File: src/imw_pkg.sv
// Package for the interrupt mask bank and watchdog: offsets, layouts, reset values, timing.
package imw_pkg;

	// ==========================================================================
	// Register indices (printed offsets; byte address is four times the index)
	localparam logic [11:0] IMW_IDX_CLOCK_PLL = 12'h20a;
	localparam logic [11:0] IMW_IDX_SYNC_WD_NVM = 12'h20b;
	localparam logic [11:0] IMW_IDX_LOOP_STATE = 12'h20c;
	localparam logic [11:0] IMW_IDX_LIMITER = 12'h20d;
	localparam logic [11:0] IMW_IDX_REFERENCE = 12'h20e;
	localparam logic [11:0] IMW_IDX_RESERVED = 12'h20f;
	localparam logic [11:0] IMW_IDX_WD_LOW = 12'h210;
	localparam logic [11:0] IMW_IDX_WD_HIGH = 12'h211;
	localparam logic [11:0] IMW_IDX_PIN_ROLE = 12'h209;
	localparam logic [11:0] IMW_IDX_MONITOR_LO = 12'hd02;
	localparam logic [11:0] IMW_IDX_MONITOR_HI = 12'hd09;
	localparam logic [11:0] IMW_IDX_WD_STATUS = 12'h212;
	localparam int IMW_MON_BYTES = 8;
	localparam int IMW_BUS_AW = 14;

	// ==========================================================================
	// Writable bit masks per byte; reserved bits read zero
	localparam logic [7:0] IMW_WMASK_CLOCK_PLL = 8'h3f;
	localparam logic [7:0] IMW_WMASK_SYNC_WD_NVM = 8'h1f;
	localparam logic [7:0] IMW_WMASK_LOOP_STATE = 8'hff;
	localparam logic [7:0] IMW_WMASK_LIMITER = 8'h1f;
	localparam logic [7:0] IMW_WMASK_REFERENCE = 8'h77;
	localparam logic [7:0] IMW_WMASK_RESERVED = 8'h00;

	// ==========================================================================
	// Field positions
	localparam int IMW_BIT_WD_EXPIRY = 2;
	localparam int IMW_BYTE_SYNC_WD_NVM = 1;
	localparam int IMW_BIT_PIN_ROLE = 2;
	localparam int IMW_BIT_LIMIT_SLEW_ON = 0;
	localparam int IMW_BIT_LIMIT_SLEW_OFF = 1;

	// ==========================================================================
	// Reset values
	localparam logic [7:0] IMW_RST_MASK = 8'h00;
	localparam logic [15:0] IMW_RST_WD_PERIOD = 16'h0000;
	localparam logic [7:0] IMW_RST_PIN_ROLE = 8'h04;

	// ==========================================================================
	// Timing
	localparam int IMW_CLK_HZ = 200000000;
	localparam int IMW_MS_PER_S = 1000;
	localparam int IMW_MS_CYCLES = IMW_CLK_HZ / IMW_MS_PER_S;
	localparam int IMW_MS_CW = 18;

	// ==========================================================================
	// Carriers
	typedef struct packed {
		logic [IMW_BUS_AW-1:0] address;
		logic read;
		logic write;
		logic [31:0] writedata;
	} imw_bus_req_t;

	typedef struct packed {
		logic [31:0] readdata;
		logic waitrequest;
	} imw_bus_rsp_t;

	typedef enum logic [1:0] {
		IMW_BUS_IDLE = 2'b00,
		IMW_BUS_ANSWER = 2'b01
	} imw_bus_state_t;

	typedef struct packed {
		imw_bus_state_t bus_state;
		logic [31:0] readdata;
		logic [IMW_MON_BYTES-1:0][7:0] mask;
		logic [IMW_MON_BYTES-1:0][7:0] monitor;
		logic [IMW_MON_BYTES-1:0][7:0] irq_mask;
		logic [7:0] pin_role;
		logic [15:0] wd_period;
		logic [15:0] wd_ms_left;
		logic [IMW_MS_CW-1:0] wd_tick;
		logic irq_pin;
	} imw_state_t;

endpackage

File: src/imw_mask_watchdog.sv
// Interrupt mask bank, event monitor and millisecond watchdog behind an Avalon-MM slave.
`timescale 1ns/100ps
// What this block does
// - One mask bit per monitor bit, eight bytes
// - Monitor bit sets only when mask is one
// - All mask bits reset to zero
// - Clock byte: bits 5..2 lock transitions
// - Clock byte: bit1 cal done, bit0 started
// - Second byte: ROM load, sync, watchdog
// - Second byte: memory fault, memory complete
// - Loop byte: switch, closed, free, holdover
// - Loop byte: frequency and phase lock changes
// - Limiter byte: history, unclamp, clamp bits
// - Limiter byte: slew enter and leave enables
// - Reference byte: A validated, cleared, faulted
// - Reference byte: B bits; next byte reserved
// - Watchdog period 16-bit milliseconds, low first
// - Period resets zero; zero disables watchdog
// - Pin shows events only when role bit 2 is zero
module imw_mask_watchdog
	import imw_pkg::*;
(
	// Clock and reset
	input wire logic ref_clk,
	input wire logic srst,
	// Register bus
	input wire logic [IMW_BUS_AW-1:0] avs_address,
	input wire logic avs_read,
	input wire logic avs_write,
	input wire logic [31:0] avs_writedata,
	output logic [31:0] avs_readdata,
	output logic avs_waitrequest,
	// Internal event pulses, one per monitor bit
	input wire logic [IMW_MON_BYTES*8-1:0] event_in,
	// Internal status shown on the pin when its role bit is one
	input wire logic status_sel_in,
	// Interrupt outputs
	output logic irq,
	output logic irq_pin_out
);

	// ==========================================================================
	// Helpers
	function automatic logic [7:0] imw_wmask(input logic [2:0] idx);
		case (idx)
			3'h0: imw_wmask = IMW_WMASK_CLOCK_PLL;
			3'h1: imw_wmask = IMW_WMASK_SYNC_WD_NVM;
			3'h2: imw_wmask = IMW_WMASK_LOOP_STATE;
			3'h3: imw_wmask = IMW_WMASK_LIMITER;
			3'h4: imw_wmask = IMW_WMASK_REFERENCE;
			default: imw_wmask = IMW_WMASK_RESERVED;
		endcase
	endfunction

	function automatic logic in_range(input logic [11:0] idx, input logic [11:0] lo, input logic [11:0] hi);
		in_range = (idx >= lo) && (idx <= hi);
	endfunction

	// ==========================================================================
	// State
	imw_state_t s_reg;
	imw_state_t s_next;
	logic [11:0] idx;
	logic [2:0] mask_sel;
	logic [2:0] mon_sel;
	logic wd_expire;
	logic [IMW_MON_BYTES-1:0][7:0] events;
	logic [IMW_MON_BYTES-1:0][7:0] wmasks;

	assign idx = avs_address[IMW_BUS_AW-1:2];
	assign mask_sel = 3'(idx - IMW_IDX_CLOCK_PLL);
	assign mon_sel = 3'(idx - IMW_IDX_MONITOR_LO);

	// Slew enables sit in the two low limiter bits; the monitor follows the same layout.
	genvar g;
	generate
		for (g = 0; g < IMW_MON_BYTES; g++) begin : g_wm
			assign wmasks[g] = imw_wmask(3'(g));
		end
	endgenerate

	// ==========================================================================
	// Next state
	always_comb begin
		s_next = s_reg;
		wd_expire = 1'b0;
		events = event_in;

		// Watchdog: tick counts one millisecond, then the remaining count steps down.
		if (s_reg.wd_period != IMW_RST_WD_PERIOD) begin
			if (s_reg.wd_tick == IMW_MS_CW'(IMW_MS_CYCLES - 1)) begin
				s_next.wd_tick = '0;
				if (s_reg.wd_ms_left == 16'h0001) begin
					wd_expire = 1'b1;
					s_next.wd_ms_left = s_reg.wd_period;
				end else begin
					s_next.wd_ms_left = s_reg.wd_ms_left - 16'h0001;
				end
			end else begin
				s_next.wd_tick = s_reg.wd_tick + 1'b1;
			end
		end
		events[IMW_BYTE_SYNC_WD_NVM][IMW_BIT_WD_EXPIRY] = event_in[IMW_BYTE_SYNC_WD_NVM*8+IMW_BIT_WD_EXPIRY] | wd_expire;

		// Bus: one wait cycle, then the answer.
		s_next.bus_state = IMW_BUS_IDLE;
		unique case (s_reg.bus_state)
			IMW_BUS_IDLE: begin
				if (avs_read || avs_write) begin
					s_next.bus_state = IMW_BUS_ANSWER;
				end
			end
			IMW_BUS_ANSWER: begin
				s_next.bus_state = IMW_BUS_IDLE;
			end
			default: begin
				s_next.bus_state = IMW_BUS_IDLE;
			end
		endcase

		// Events land only where enabled; disabled events are simply dropped.
		s_next.monitor = s_reg.monitor | (events & s_reg.mask);

		if (s_reg.bus_state == IMW_BUS_IDLE && avs_write) begin
			if (in_range(idx, IMW_IDX_CLOCK_PLL, IMW_IDX_RESERVED)) begin
				s_next.mask[mask_sel] = avs_writedata[7:0] & wmasks[mask_sel];
			end
			if (in_range(idx, IMW_IDX_MONITOR_LO, IMW_IDX_MONITOR_HI)) begin
				// Write one to clear; a same-cycle event still sets.
				s_next.monitor[mon_sel] = (s_reg.monitor[mon_sel] & ~avs_writedata[7:0])
					| (events[mon_sel] & s_reg.mask[mon_sel]);
			end
			if (idx == IMW_IDX_WD_LOW) begin
				s_next.wd_period[7:0] = avs_writedata[7:0];
			end
			if (idx == IMW_IDX_WD_HIGH) begin
				s_next.wd_period[15:8] = avs_writedata[7:0];
			end
			if (idx == IMW_IDX_WD_LOW || idx == IMW_IDX_WD_HIGH) begin
				s_next.wd_tick = '0;
				s_next.wd_ms_left = (idx == IMW_IDX_WD_LOW) ? {s_reg.wd_period[15:8], avs_writedata[7:0]}
					: {avs_writedata[7:0], s_reg.wd_period[7:0]};
			end
			if (in_range(idx, IMW_IDX_MONITOR_LO + 12'h008, IMW_IDX_MONITOR_LO + 12'h00f)) begin
				s_next.irq_mask[3'(idx - IMW_IDX_MONITOR_LO - 12'h008)] = avs_writedata[7:0];
			end
			if (idx == IMW_IDX_PIN_ROLE) begin
				s_next.pin_role = avs_writedata[7:0];
			end
		end

		if (s_reg.bus_state == IMW_BUS_IDLE && avs_read) begin
			s_next.readdata = '0;
			if (in_range(idx, IMW_IDX_CLOCK_PLL, IMW_IDX_RESERVED)) begin
				s_next.readdata[7:0] = s_reg.mask[mask_sel];
			end else if (in_range(idx, IMW_IDX_MONITOR_LO, IMW_IDX_MONITOR_HI)) begin
				s_next.readdata[7:0] = s_reg.monitor[mon_sel];
			end else if (in_range(idx, IMW_IDX_MONITOR_LO + 12'h008, IMW_IDX_MONITOR_LO + 12'h00f)) begin
				s_next.readdata[7:0] = s_reg.irq_mask[3'(idx - IMW_IDX_MONITOR_LO - 12'h008)];
			end else if (idx == IMW_IDX_WD_LOW) begin
				s_next.readdata[7:0] = s_reg.wd_period[7:0];
			end else if (idx == IMW_IDX_WD_HIGH) begin
				s_next.readdata[7:0] = s_reg.wd_period[15:8];
			end else if (idx == IMW_IDX_WD_STATUS) begin
				s_next.readdata[15:0] = s_reg.wd_ms_left;
			end else if (idx == IMW_IDX_PIN_ROLE) begin
				s_next.readdata[7:0] = s_reg.pin_role;
			end
		end

		// The pin is registered so it cannot glitch while monitor bits change.
		s_next.irq_pin = s_reg.pin_role[IMW_BIT_PIN_ROLE] ? status_sel_in
			: (|(s_next.monitor & s_next.irq_mask));
	end

	// ==========================================================================
	// Registers
	always_ff @(posedge ref_clk) begin
		if (srst) begin
			s_reg <= '0;
			s_reg.mask <= {IMW_MON_BYTES{IMW_RST_MASK}};
			s_reg.wd_period <= IMW_RST_WD_PERIOD;
			s_reg.pin_role <= IMW_RST_PIN_ROLE;
		end else begin
			s_reg <= s_next;
		end
	end

	// ==========================================================================
	// Outputs
	logic irq_reg;
	always_ff @(posedge ref_clk) begin
		if (srst) begin
			irq_reg <= 1'b0;
		end else begin
			irq_reg <= |(s_next.monitor & s_next.irq_mask);
		end
	end

	assign irq = irq_reg;
	assign irq_pin_out = s_reg.irq_pin;
	assign avs_readdata = s_reg.readdata;
	assign avs_waitrequest = !(s_reg.bus_state == IMW_BUS_ANSWER);

endmodule

File: config.mk
export PLATFORM = sky130hd
export DESIGN_NAME = imw_mask_watchdog
export DESIGN_NICKNAME = d
export VERILOG_FILES = /design/src/imw_pkg.sv /design/src/imw_mask_watchdog.sv
export SDC_FILE = /design/constraint.sdc
export NUM_CORES = 1
export LEC_CHECK = 0
export CORE_ASPECT_RATIO = 0.7
export CORE_MARGIN = 1.5
export CORE_UTILIZATION = 47
export CTS_BUF_LIST = sky130_fd_sc_hd__clkbuf_8
export DETAILED_ROUTE_END_ITERATION = 10
export DONT_BUFFER_PORTS = 1
export PLACE_DENSITY = 0.65
export SYNTH_ARGS = -nofsm -noshare
export SYNTH_HDL_FRONTEND = slang
export SYNTH_SLANG_ARGS = --single-unit
File: constraint.sdc
create_clock -name ref_clk -period 12 [get_ports ref_clk]
set_input_delay 1.8 -clock ref_clk [delete_from_list [all_inputs] [get_ports ref_clk]]
set_output_delay 1.8 -clock ref_clk [all_outputs]
set_load 0.02 [all_outputs]
==> metrics.csv <==
stage,metric,value,unit
floorplanning,Die Y,151,µm
synthesis,largest family of logic cells by synthesized area,multiplexers,
clock_tree,Hold Buf Count CTS,0,
floorplanning,Site Rows,53,
clock_tree,post-cts sizing count,0,
routing,WL per Instance,26.8,µm
sta,worst slew pin tran,1.16,ns
layout,ant diodes,0,
floorplanning,Initial Util,0.482,
synthesis,Synth area leaders,"dfxtp_1 37%, mux2i_1 12%, a211oi_1 7.6%, mux4_2 6.5%, nor2_1 6.4%",
routing,DR vias/cell,6.66,
routing,DR iter-0 viols,2026,
placement,port bufs,0,
floorplanning,die area,0.0322,mm²
routing,# DRC,0,
global_routing,antenna violations before repair,2,
synthesis,"FF+latch count, synth",269,
run_status,status,finished clean,
clock_tree,CTS Buf Count,44,
synthesis,synth cell count leaders,"269 x dfxtp_1, 249 x nor2_1, 175 x mux2i_1",
synthesis,Syn. warnings,0,
synthesis,synthesized cell area,0.0146,mm²
clock_tree,Clock H-tree levels,2,
synthesis,Synth Area in Compound Gates,0.168,
worst_setup_path,crit end category,flop,
sta,"Slew Viols, Final",0,
synthesis,XOR/XNOR Fraction of Synth Area,0.0102,
clock_tree,CTS Buffer Depth,3,
worst_setup_path,CP most frequent cell,a21oi_1,
synthesis,ys async rst share,0,
sta,setup tns final,0,ns
sta,Setup Skew,0.0606,ns
worst_setup_path,Setup CP Type,in2reg,
layout,post-route cell area,0.0155,mm²
floorplanning,Top Ports,150,
routing,remaining antenna violation count,0,
min_path,Hold Crit Class,reg2reg,
global_routing,first-pass GRT wire length,79.7,mm
flow_run,max_cap viols,0,
worst_setup_path,critical-path cell list,"clkinv_1, ha_2, buf_4, mux2_2, o22ai_1, o31ai_1, a21oi_1, a211oi_1, a2111oi_0, nand4_1, nor4_1, a21oi_1",
synthesis,syn_area_per_cell,8.99,µm²
sta,RSZ-0062 raised after global routing,no,
floorplanning,Core Footprint,0.0303,mm²
worst_setup_path,"Largest stage delay, worst path",0.86,ns
sta,ratio of final minimum period to clock period,0.529,
sta,Fin. Hold Viols,0,
worst_setup_path,WP data required,12.41,ns
global_routing,largest net degree at the start of global routing,246,
routing,DR vias,13300,
synthesis,"EDFF count, synth",0,
clock_tree,Worst-path clk slew,0.06,ns
synthesis,Synth Area in Adders,0.00599,
synthesis,post-synth top area share,0.369,
worst_setup_path,WP data arrival,6.75,ns
sta,"Setup violations, final",0,
synthesis,top_reg_cell synth,dfxtp_1,
floorplanning,Die Wd,214,µm
power,worst vdd ir,0.0758,mV
layout,Largest register FFs,251,
synthesis,multiplexer share of the synthesized area,0.202,
placement,Post-DP Area,0.0146,mm²
global_routing,Global Route Usage Sum,0.336,
synthesis,"Seq/Total Area, Yosys",0.369,
clock_tree,Clock Latency Late Sink,0.62,ns
synthesis,number of distinct library cells after synthesis,75,
clock_tree,CTS tree,yes,
worst_setup_path,Crit-path slowest cell,a21oi_1,
routing,drt pass-1 iters,7,
synthesis,Post-Synth Simple-Gate Area,0.187,
synthesis,Cells after Synth,1625,
sta,fin crit period,6.35,ns
power,Pleak,5.75,nW
worst_setup_path,Setup crit start kind,input pin,
global_routing,number of global-route vias before repair,12200,
worst_setup_path,crit path buf inv count,2,
synthesis,top-count cell post-synth,dfxtp_1,
power,Power Dens Cells,118,mW/mm²
placement,routability congestion estimate,0.970,
global_routing,total gr overflow,0,
synthesis,dominant cell type by area after synthesis,dfxtp_1,
layout,P&R area growth vs syn,6.16,%
sta,Slew Limit Headroom,0.227,
worst_setup_path,CP max FO,88,
routing,WL final,53.7,mm
sta,f_max,158,MHz
clock_tree,Setup Buffers After CTS,0,
clock_tree,CTS Sinks,269,
layout,fraction of layout cells with a size suffix above 1,0.119,
placement,post-DP HPWL,38.1,mm
worst_setup_path,CP top delay family,compound AO/OA/AOI/OAI gates,
layout,Nets,1685,
clock_tree,clk root buf,clkbuf_8,
==> final timing paths <==
check	slack [ns]	end	cells after the start	start
setup reg to reg	7.69	irq_pin_out	9	s_reg[283]
hold / removal	0.50	s_reg[218]	1	s_reg[218]
setup / recovery	5.65	irq_pin_out	12	avs_address[3]
hold reg to reg	0.50	s_reg[218]	1	s_reg[218]
==> stage by stage <==
stage	setup WS (ns)	power [W]	util	std cells	hold WS, ns
after global placement	5.53	0.00102	0.483	1929	0.466
after floorplan	6.79	0.00103	-	1640	0.432
after global routing	5.57	0.00189	0.512	2005	0.511
after CTS	6.01	0.00184	0.512	2005	0.491
final	5.65	0.00184	0.512	2005	0.498
after detailed placement	5.42	0.00102	0.483	1929	0.482
==> kinds of logic after synthesis <==
kind of cell,Yosys count
adders and majority gates,7
DFF,269
buffers and inverters,170
xor gates and xnor gates,17
muxes,238
AOI/OAI and AO/OA,357
other,1
and+or+nand+nor,566
==> routing by layer <==
layer / GRT usage / vias to the layer above / part of all wire
met1: 0.502 / 6491 / 0.44
met3: 0.0980 / 113 / 0.13
met4: 0.103 / 2 / 0.027
met5: 0 / - / 0.00024
met2: 0.458 / 910 / 0.40
li1: - / 5828 / -
==> cells in the final DEF (no fill, tap or decap), drive strengths merged, types with 8 or more instances in the layout <==
cell	netlist	final
a21oi	78	78
or3	12	12
or2	10	10
mux2i	177	177
and2	11	11
nand2b	12	12
o32ai	8	8
o22ai	26	26
xnor2	9	9
buf	80	29
inv	16	29
nor4	26	26
nand4	14	14
nand3	37	37
nor2	258	258
nand2	81	81
nor2b	15	15
a21o	13	13
a211oi	148	148
and3	10	10
o21ai	36	36
dfxtp	269	269
clkinv	2	9
mux4	42	42
clkbuf	72	52
mux2	19	19
xor2	8	8
nor3	47	47
conb	1	16
nor3b	13	13
==> layout make-up <==
type,count,area (µm²)
Inverter,18,67.6
Tap cell,412,515
Clock buffer,52,716
Timing Repair Buffer,29,218
Multi-Input combinational cell,1201,8440
Sequential cell,269,5390
Fill cell,2876,14800
Clock inverter,24,170
==> power breakdown <==
group	leakage [nW]	total, W	switching (W)	internal [W]
clock network	0.502	0.000831	0.000394	0.000438
registers	2.17	0.000898	0.00000358	0.000895
logic	3.08	0.000108	0.0000701	0.0000375
total	5.75	0.00184	0.000467	0.00137
Note: power is estimated with default switching activity, not from simulation.
